[config.mk]
export PLATFORM = sky130hd
export DESIGN_NAME = svf_top
export DESIGN_NICKNAME = d
export VERILOG_FILES = /design/src/svf_pkg.sv /design/src/svf_ramp_chan.sv /design/src/svf_tick_div.sv /design/src/svf_top.sv
export SDC_FILE = /design/constraint.sdc
export NUM_CORES = 1
export LEC_CHECK = 0
export BUFFER_PORTS_ARGS = -buffer_cell sky130_fd_sc_hd__buf_4
export CAP_MARGIN = 20
export CORE_ASPECT_RATIO = 1.5
export CORE_UTILIZATION = 31
export DETAILED_ROUTE_END_ITERATION = 16
export GPL_TIMING_DRIVEN = 0
export SYNTH_ARGS = -nofsm -noshare
export SYNTH_HDL_FRONTEND = slang
export SYNTH_SLANG_ARGS = --single-unit
[constraint.sdc]
create_clock -name MCLK -period 5.4 [get_ports MCLK]
set_input_delay 0.27 -clock MCLK [delete_from_list [all_inputs] [get_ports MCLK]]
set_output_delay 0.27 -clock MCLK [all_outputs]
set_load 0.03 [all_outputs]
[src/svf_pkg.sv]
// shared constants and types for the soft volume and fine gain block
package svf_pkg;
  // register offsets
  localparam logic [7:0] RISE_RATE_OFS = 8'h37;
  localparam logic [7:0] FALL_RATE_OFS = 8'h38;
  localparam logic [7:0] CH_FINE_OFS = 8'h3F;
  localparam logic [7:0] MASTER_FINE_OFS = 8'h40;
  // reset values
  localparam logic [7:0] RISE_RATE_RST = 8'h00;
  localparam logic [7:0] FALL_RATE_RST = 8'h00;
  localparam logic [7:0] CH_FINE_RST = 8'h80;
  localparam logic [7:0] MASTER_FINE_RST = 8'h00;
  // field positions
  localparam int RATE_EN_BIT = 5;
  localparam int RATE_DIV_LSB = 0;
  localparam int FINE_EN_BIT = 7;
  localparam int FINE_DEFER_BIT = 6;
  localparam int FINE_FIELD_W = 2;
  localparam int NUM_CH = 3;
  // gain arithmetic: eighth-dB units, coarse steps are 0.5 dB
  localparam int COARSE_SHIFT = 2;
  localparam int ATTEN_W = 12;
  // timing: max rate 48 dB/ms in 0.125 dB steps
  localparam int MAX_RATE_DB_PER_MS = 48;
  localparam int STEPS_PER_DB = 8;
  localparam int MS_NS = 1000000;
  localparam int CLK_PERIOD_NS = 20;
  localparam int TICK_CYC = MS_NS / (CLK_PERIOD_NS * MAX_RATE_DB_PER_MS * STEPS_PER_DB);
  // default rate divisor, 12 dB/ms in both directions
  localparam logic [4:0] DEFAULT_DIVISOR = 5'h03;

  typedef struct packed {
    logic override_en;
    logic [4:0] divisor;
  } svf_rate_cfg_s;
endpackage

[src/svf_ramp_chan.sv]
// one channel soft gain ramp toward its target
`timescale 1ns/1ps
module svf_ramp_chan #(
  parameter int W = svf_pkg::ATTEN_W
) (
  // clock and reset
  input wire logic clk,
  input wire logic rst,
  input wire logic tick,
  // target attenuation and rates
  input wire logic [W-1:0] target,
  input wire svf_pkg::svf_rate_cfg_s rise_cfg,
  input wire svf_pkg::svf_rate_cfg_s fall_cfg,
  // ramped attenuation
  output logic [W-1:0] gain
);
  if (W < 4) begin : g_chk
    $error("svf_ramp_chan: W too small");
  end

  logic [W-1:0] gain_r;
  logic [4:0] cnt_r;
  // lower attenuation means volume rising
  wire going_up = target < gain_r;
  wire at_target = gain_r == target;
  // [RQ2] rise rate select
  wire [4:0] div_up = rise_cfg.override_en ? rise_cfg.divisor : svf_pkg::DEFAULT_DIVISOR;
  // [RQ4] fall rate select
  wire [4:0] div_dn = fall_cfg.override_en ? fall_cfg.divisor : svf_pkg::DEFAULT_DIVISOR;
  // [RQ12] direction picks rate
  wire [4:0] div_sel = going_up ? div_up : div_dn;
  // [RQ3] step every N+1 ticks
  wire step = tick && !at_target && (cnt_r >= div_sel);
  wire [4:0] cnt_nxt = (at_target || step) ? 5'h00 : (tick ? cnt_r + 5'h01 : cnt_r);
  // [RQ12] one unit toward target
  wire [W-1:0] gain_nxt = !step ? gain_r : (going_up ? gain_r - 1'b1 : gain_r + 1'b1);

  always_ff @(posedge clk) begin
    if (rst) begin
      gain_r <= '0;
      cnt_r <= 5'h00;
    end else begin
      gain_r <= gain_nxt;
      cnt_r <= cnt_nxt;
    end
  end

  assign gain = gain_r;

  a_hold_at_target: assert property (@(posedge clk) disable iff (rst) // [RQ12]
    at_target && $stable(target) |=> gain_r == $past(gain_r))
    else $error("gain moved while at target");
  a_unit_step_toward: assert property (@(posedge clk) disable iff (rst) // [RQ12]
    gain_r != $past(gain_r) |-> (gain_r == $past(gain_r) + 1'b1 && $past(!going_up))
      || (gain_r == $past(gain_r) - 1'b1 && $past(going_up)))
    else $error("gain step wrong size or direction");
  a_rise_rate_override: assert property (@(posedge clk) disable iff (rst) // [RQ3]
    step && going_up && rise_cfg.override_en |-> cnt_r >= rise_cfg.divisor)
    else $error("rise step earlier than programmed rate");
  a_fall_rate_override: assert property (@(posedge clk) disable iff (rst) // [RQ5]
    step && !going_up && fall_cfg.override_en |-> cnt_r >= fall_cfg.divisor)
    else $error("fall step earlier than programmed rate");
  a_default_rate_both: assert property (@(posedge clk) disable iff (rst) // [RQ13]
    step && !(going_up ? rise_cfg.override_en : fall_cfg.override_en)
      |-> cnt_r == svf_pkg::DEFAULT_DIVISOR)
    else $error("default rate not applied");
  a_step_on_tick: assert property (@(posedge clk) disable iff (rst) // [RQ1]
    gain_r != $past(gain_r) |-> $past(tick))
    else $error("gain stepped without tick");
endmodule

[src/svf_tick_div.sv]
// base step tick divider
`timescale 1ns/1ps
module svf_tick_div #(
  parameter int PERIOD = svf_pkg::TICK_CYC
) (
  // clock and reset
  input wire logic clk,
  input wire logic rst,
  // one-cycle tick
  output logic tick
);
  if (PERIOD < 1 || PERIOD > 65536) begin : g_chk
    $error("svf_tick_div: PERIOD must be 1 to 65536");
  end

  logic [15:0] cnt_r;
  wire last = (cnt_r == 16'(PERIOD - 1));

  always_ff @(posedge clk) begin
    if (rst || last) cnt_r <= 16'h0000;
    else cnt_r <= cnt_r + 16'h0001;
  end

  assign tick = last;

  a_tick_spacing: assert property (@(posedge clk) disable iff (rst)
    (PERIOD > 1) && tick |=> !tick) else $error("tick pulses back to back");
endmodule

[src/svf_top.sv]
// soft volume ramping with fine gain, top level
//
// Contract
// [RQ1] Volume changes ramp at a built-in rate unless the rate registers override it.
// [RQ2] A rising volume uses the default rate unless rise override is set, then the rise divisor.
// [RQ3] With rise override set the rise rate is 48/(N+1) dB per ms.
// [RQ4] A falling volume uses the default rate unless fall override is set, then the fall divisor.
// [RQ5] With fall override set the fall rate is 48/(N+1) dB per ms.
// [RQ6] The host should clear output and zero-cross enables for fall rates above 6 dB per ms.
// [RQ7] With fine gain enabled each gain is coarse plus fine offset in 0.125 dB units.
// [RQ8] With fine gain disabled only coarse gains count, whatever the deferred bit holds.
// [RQ9] A fine code of 00, 01, 10, 11 means 0, -0.125, -0.25, -0.375 dB.
// [RQ10] With deferred apply clear a new fine offset takes effect as soon as it is written.
// [RQ11] With deferred apply set a new fine offset waits for a write of its coarse register.
// [RQ12] Each channel ramps toward its target by direction-selected rate and stops on it.
// [RQ13] The default rate is one constant used for both directions.
`timescale 1ns/1ps
module svf_top #(
  parameter int TICK_CYC = svf_pkg::TICK_CYC
) (
  // clock and reset
  input wire logic MCLK,
  input wire logic RST,
  // register port
  input wire logic REG_WR,
  input wire logic REG_RD,
  input wire logic [7:0] REG_ADDR,
  input wire logic [7:0] REG_WDATA,
  output logic [7:0] REG_RDATA,
  // coarse gains and their write strobes
  input wire logic [2:0][7:0] CH_COARSE_GAIN,
  input wire logic [2:0] CH_COARSE_WR,
  input wire logic [7:0] MASTER_COARSE_GAIN,
  input wire logic MASTER_COARSE_WR,
  // ramped attenuation, 0.125 dB units
  output logic [2:0][11:0] CH_ATTEN
);
  localparam int NCH = svf_pkg::NUM_CH;
  localparam int AW = svf_pkg::ATTEN_W;
  if (TICK_CYC < 1) begin : g_chk
    $error("svf_top: TICK_CYC must be at least 1");
  end

  logic [7:0] rise_r;
  logic [7:0] fall_r;
  logic [7:0] ch_fine_r;
  logic [7:0] master_fine_r;
  logic [7:0] rdata_r;
  logic [NCH-1:0][1:0] fine_act_r;
  logic [NCH-1:0][1:0] fine_act_nxt;
  logic [1:0] mfine_act_r;
  logic tick;

  // register decode
  wire wr_rise = REG_WR && (REG_ADDR == svf_pkg::RISE_RATE_OFS);
  wire wr_fall = REG_WR && (REG_ADDR == svf_pkg::FALL_RATE_OFS);
  wire wr_chf = REG_WR && (REG_ADDR == svf_pkg::CH_FINE_OFS);
  wire wr_mf = REG_WR && (REG_ADDR == svf_pkg::MASTER_FINE_OFS);
  wire [7:0] rd_sel = (REG_ADDR == svf_pkg::RISE_RATE_OFS) ? rise_r :
                      (REG_ADDR == svf_pkg::FALL_RATE_OFS) ? fall_r :
                      (REG_ADDR == svf_pkg::CH_FINE_OFS) ? ch_fine_r :
                      (REG_ADDR == svf_pkg::MASTER_FINE_OFS) ? master_fine_r : 8'h00;

  wire fine_en = ch_fine_r[svf_pkg::FINE_EN_BIT];
  wire fine_defer = ch_fine_r[svf_pkg::FINE_DEFER_BIT];

  // [RQ2] rise config fields
  wire svf_pkg::svf_rate_cfg_s rise_cfg = rise_r[svf_pkg::RATE_EN_BIT:svf_pkg::RATE_DIV_LSB];
  // [RQ4] fall config fields
  wire svf_pkg::svf_rate_cfg_s fall_cfg = fall_r[svf_pkg::RATE_EN_BIT:svf_pkg::RATE_DIV_LSB];

  // [RQ10] immediate or [RQ11] deferred fine apply
  always_comb begin
    for (int i = 0; i < NCH; i++) begin
      if (!fine_defer || CH_COARSE_WR[i]) fine_act_nxt[i] = ch_fine_r[2*i +: 2];
      else fine_act_nxt[i] = fine_act_r[i];
    end
  end
  wire [1:0] mfine_act_nxt = (!fine_defer || MASTER_COARSE_WR) ? master_fine_r[1:0] : mfine_act_r;

  always_ff @(posedge MCLK) begin
    if (RST) begin
      rise_r <= svf_pkg::RISE_RATE_RST;
      fall_r <= svf_pkg::FALL_RATE_RST;
      ch_fine_r <= svf_pkg::CH_FINE_RST;
      master_fine_r <= svf_pkg::MASTER_FINE_RST;
      rdata_r <= 8'h00;
      fine_act_r <= '0;
      mfine_act_r <= 2'h0;
    end else begin
      if (wr_rise) rise_r <= {2'h0, REG_WDATA[5:0]};
      if (wr_fall) fall_r <= {2'h0, REG_WDATA[5:0]};
      if (wr_chf) ch_fine_r <= REG_WDATA;
      if (wr_mf) master_fine_r <= {6'h00, REG_WDATA[1:0]};
      if (REG_RD) rdata_r <= rd_sel;
      fine_act_r <= fine_act_nxt;
      mfine_act_r <= mfine_act_nxt;
    end
  end

  assign REG_RDATA = rdata_r;

  // [RQ9] fine code equals eighth-dB attenuation
  wire [AW-1:0] mfine_att = fine_en ? AW'(mfine_act_r) : '0;
  wire [AW-1:0] master_att = AW'({MASTER_COARSE_GAIN, 2'b00}) + mfine_att;
  logic [NCH-1:0][AW-1:0] target;

  svf_tick_div #(
    .PERIOD(TICK_CYC)
  ) u_tick (
    .clk(MCLK),
    .rst(RST),
    .tick(tick)
  );

  for (genvar g = 0; g < NCH; g++) begin : g_ch
    // [RQ7] coarse plus fine, [RQ8] fine dropped when disabled
    assign target[g] = AW'({CH_COARSE_GAIN[g], 2'b00})
                     + (fine_en ? AW'(fine_act_r[g]) : AW'(0)) + master_att;

    // [RQ1] ramp at default or programmed rate
    svf_ramp_chan #(
      .W(AW)
    ) u_ramp (
      .clk(MCLK),
      .rst(RST),
      .tick(tick),
      .target(target[g]),
      .rise_cfg(rise_cfg),
      .fall_cfg(fall_cfg),
      .gain(CH_ATTEN[g])
    );

    a_fine_sum_on: assert property (@(posedge MCLK) disable iff (RST) // [RQ7]
      fine_en |-> target[g] == AW'(CH_COARSE_GAIN[g]) * 4 + AW'(fine_act_r[g])
        + AW'(MASTER_COARSE_GAIN) * 4 + AW'(mfine_act_r))
      else $error("fine target sum wrong");
    a_fine_off_coarse: assert property (@(posedge MCLK) disable iff (RST) // [RQ8]
      !fine_en |-> target[g] == AW'(CH_COARSE_GAIN[g]) * 4 + AW'(MASTER_COARSE_GAIN) * 4)
      else $error("fine offset leaked while disabled");
    a_immediate_apply: assert property (@(posedge MCLK) disable iff (RST) // [RQ10]
      !fine_defer |=> fine_act_r[g] == $past(ch_fine_r[2*g +: 2]))
      else $error("fine offset not applied at once");
    a_deferred_hold: assert property (@(posedge MCLK) disable iff (RST) // [RQ11]
      fine_defer && !CH_COARSE_WR[g] |=> fine_act_r[g] == $past(fine_act_r[g]))
      else $error("deferred fine offset applied early");
    a_deferred_take: assert property (@(posedge MCLK) disable iff (RST) // [RQ11]
      fine_defer && CH_COARSE_WR[g] |=> fine_act_r[g] == $past(ch_fine_r[2*g +: 2]))
      else $error("coarse write did not apply fine offset");
  end

  a_master_fine_decode: assert property (@(posedge MCLK) disable iff (RST) // [RQ9]
    fine_en |-> master_att - AW'(MASTER_COARSE_GAIN) * 4 == AW'(mfine_act_r))
    else $error("master fine decode wrong");
  a_reset_values: assert property (@(posedge MCLK) // [RQ1]
    $past(RST) |-> rise_r == 8'h00 && fall_r == 8'h00 && ch_fine_r == 8'h80)
    else $error("control registers wrong after reset");
endmodule

==> impl_metrics.yaml <==
setup_path:
  required_ns: 5.69
  critical_path_class: "reg2reg"
  crit_start: "ch_fine_r[7]"
  slowest_delay_ns: 0.43
  crit_slowest_cell: "a2111o_1"
  crit_cells: 23
  cp_num_buf_inv: 1
  endpoint: "g_ch[1].u_ramp.gain[11]"
  path_common_cell: "a21oi_2"
  critical_path.max_fanout: 6
  cp_cell_sequence: "and2_4 -> ha_4 -> maj3_2 -> a221o_1 -> a21oi_2 -> o21bai_1 -> a21oi_2 -> o21ai_1 -> xor2_1 -> ha_1 -> a21o_1 -> a21oi_2 -> nor2_2 -> nor3_2 -> clkbuf_8 -> ha_4 -> a2111o_1 -> or2_1 -> o32ai_2 -> o21ai_1 -> xnor2_1 -> or3_1 -> a21oi_2"
  end_kind: "flip-flop"
  reg2reg_depth: 23
  reg2reg_from: "ch_fine_r[7]"
  crit_family: "compound AO/OA/AOI/OAI gates"
  arrival_ns: 5.51
  reg2reg_to: "g_ch[1].u_ramp.gain[11]"
  crit_path_start_kind: "flip-flop"
  ff2ff_setup_slack_ns: 0.18
placed_design:
  numPortBuffers: 98
  gp_congestion: 0.876
  placed_area_sq_um: 9020
  dp.final_hpwl_microns: 17400
logic_synthesis:
  syn-num-nets: 1144
  synth_cells: 972
  synth.distinct_cells: 57
  synth_edf_count: 0
  synth_area_leaders: "dfxtp_1 27%, ha_1 18%, a21oi_1 6.1%"
  synth_top_area_frac: 0.267
  synth_async_sr_flop_share: 0
  yosysTopAreaCell: "dfxtp_1"
  synthFlopType: "dfxtp_1"
  postSynthAreaPerCell_sq_um: 8.09
  synth-seq-cells: 105
  netlist_area_sq_um: 7870
  ys_seq_area_frac: 0.267
  yosys_warnings: 0
floorplanning:
  placementRows: 71
  io_pins: 100
  die_h_microns: 197
  start_util: 0.315
  core_area_sq_um: 25000
  die_area_sq_um: 26000
  die_w_microns: 132
layout:
  layout_commonest_cell: "buf_4"
  design_area_sq_um: 10200
  antenna_cells: 0
  postLayoutCoreUtil: 0.407
  final_net_count: 1304
  layout_common_cells: "148 x buf_4, 104 x dfxtp_1, 104 x nor2_1"
  area_growth_pct: 29.3
  drive_above_1_share: 0.222
  fillers: 2513
clock_tree:
  worstSkewPairLatency_ns: 0.36
  cts.sinks: 105
  clk_pin_slew_ns: 0.08
  numCtsBuffers: 9
  htree_levels: 3
  cts_tree: "built"
  clockBufferDepth: 2
  root_buffer: "clkbuf_16"
global_route:
  overflow: 0
  antenna_found_initial: 0
  grt_pass1_vias: 7349
  grt_pass1_wl_microns: 35900
  grt_usage: 0.173
  grt_max_degree: 18
timing:
  final_hold_viol_count: 0
  worst_pin_slew_ns: 0.811
  finClkSkew_ns: 0.0124
  finalCritPeriodShare: 0.967
  fin_tns_setup_ns: 0
  period_needed_ns: 5.22
  relSlewSlack: 0.455
  rsz0062_at_grt: "true"
  fmax_ghz: 0.192
  finalSetupViolCount: 0
  timing.final.max_slew_violations: 0
  holdWs_ns: 0.182
detailed_routing:
  wire_per_inst_microns: 15.3
  drc: 0
  drtIter0Drc: 299
  routed_wl_microns: 22300
  drt-vias-per-instance: 5.10
  drtPass1Iterations: 5
  vias: 7478
  detail-route-antenna-nets: 0
run_status:
  status: "complete, no violations"
power_and_ir_drop:
  ir_drop_uv: 183
  p_clk_frac: 0.339
  p_sw_mw: 0.646
  p_comb_frac: 0.299
  p_leak_nw: 4.16
  seqPwrFrac: 0.362
  powerDensity_nw_per_um2: 212
  power_mw: 2.16
  p_sw_frac: 0.299
  internal_power_mw: 1.51
run:
  drv_cap: 0
worst_hold_path:
  hp-class: "in2reg"
## state kept, by name, summed over array words and instances, names as in the netlist
signal,count
REG_RDATA,8
u_tick.cnt_r,16
master_fine_r,2
g_ch.u_ramp.gain,36
ch_fine_r,8
rise_r,6
mfine_act_r,2
g_ch.u_ramp.cnt_r,15
fine_act_r,6
fall_r,6
## cells in the mapped netlist (3+ instances only)
cell / instances
maj3_1: 3
nand3_1: 40
o21ai_0: 25
a211oi_1: 13
inv_1: 58
o31ai_1: 3
and2_1: 8
dfxtp_1: 105
nand4_1: 14
or3_1: 7
nor2_1: 105
ha_1: 113
a31oi_1: 19
o21bai_1: 8
a311oi_1: 4
nand2b_1: 8
nand2_1: 75
and3_1: 17
o21ai_1: 5
o21a_1: 11
nor4b_2: 3
a211o_1: 6
xor2_1: 28
a22oi_1: 4
nor3_1: 15
nor2b_1: 21
o41ai_1: 3
a21oi_1: 96
a21o_1: 14
clkbuf_1: 23
mux2i_1: 25
xnor2_1: 44
fa_1: 3
buf_2: 7
o211ai_1: 8
## final cells by class
cell class	count	area [sq um]	area share
flip-flops and latches	105	2110	0.207
well taps	328	410	0.0403
clock inverters	6	88.8	0.00873
clock buffers	10	239	0.0235
repair buffers	150	1130	0.111
multi-input cells	778	5800	0.570
inverters	58	221	0.0218
plain buffers	30	176	0.0173
## worst reg2reg max path, stage by stage (launching register included)
cell	delay [ns]
dfxtp_4	0.36
and2_4	0.16
ha_4	0.16
maj3_2	0.32
a221o_1	0.34
a21oi_2	0.19
o21bai_1	0.12
a21oi_2	0.17
o21ai_1	0.08
xor2_1	0.18
ha_1	0.31
a21o_1	0.19
a21oi_2	0.14
nor2_2	0.05
nor3_2	0.23
clkbuf_8	0.21
ha_4	0.22
a2111o_1	0.43
or2_1	0.24
o32ai_2	0.27
o21ai_1	0.14
xnor2_1	0.15
or3_1	0.39
a21oi_2	0.12
## routing by layer
layer  routed length (microns)  share of wire  track usage
met5                         0              0            0
met4                       971          0.043       0.0900
met3                       867          0.039       0.0295
met2                     11500           0.52        0.320
met1                      9000           0.40        0.188
## worst min path at each step
stage / endpoint / start / slack [ns] / depth (start not counted)
after global routing: fall_r[0] / REG_WDATA[0] / 0.19 / 3
after global placement: u_tick.cnt_r[0] / u_tick.cnt_r[0] / 0.46 / 1
after detailed placement: REG_RDATA[6] / REG_RDATA[6] / 0.47 / 2
after CTS: ch_fine_r[6] / REG_WDATA[6] / 0.17 / 3
after floorplan: fall_r[1] / REG_WDATA[1] / 0.42 / 2
final: ch_fine_r[6] / REG_WDATA[6] / 0.18 / 3
## per-stage QoR
| step | setup WS [ns] | std cells |
|---|---|---|
| 2_1_floorplan | -0.0633 | 972 |
| 3_3_place_gp | -0.879 | 1398 |
| 3_5_place_dp | -0.895 | 1399 |
| 4_1_cts | 0.0151 | 1449 |
| 5_1_grt | -0.0725 | 1465 |
| 6_report | 0.180 | 1465 |
## power groups by stage
stage                     clock [mW]  combinational, mW  sequential, mW
after global placement             0              0.497           0.800
after floorplan                    0              0.371           0.803
after detailed placement           0              0.508           0.800
after global routing           0.774              0.717           0.782
after CTS                      0.751              0.599           0.781
final                          0.730              0.645           0.781
## kinds of logic (layout without fill, tap and decap cells)
logic type | Yosys count | in the layout | synth area share
adder cells (fa/ha/maj) | 119 | 119 | 0.191
XOR/XNOR | 72 | 72 | 0.0802
AO/OA/AOI/OAI | 234 | 234 | 0.185
AND/OR/NAND/NOR | 328 | 328 | 0.201
buffers and inverters | 89 | 254 | 0.0436
flip-flops | 105 | 105 | 0.267
multiplexers | 25 | 25 | 0.0318
## timing repair
item | in CTS | in global routing
pin swaps | 28 | 58
setup endpoints to repair | 51 | 50
gates resized for setup | 54 | 57
hold buffers | 0 | 0
buffers inserted | 34 | 17
No activity file was read; power rests on OpenSTA's default activity.
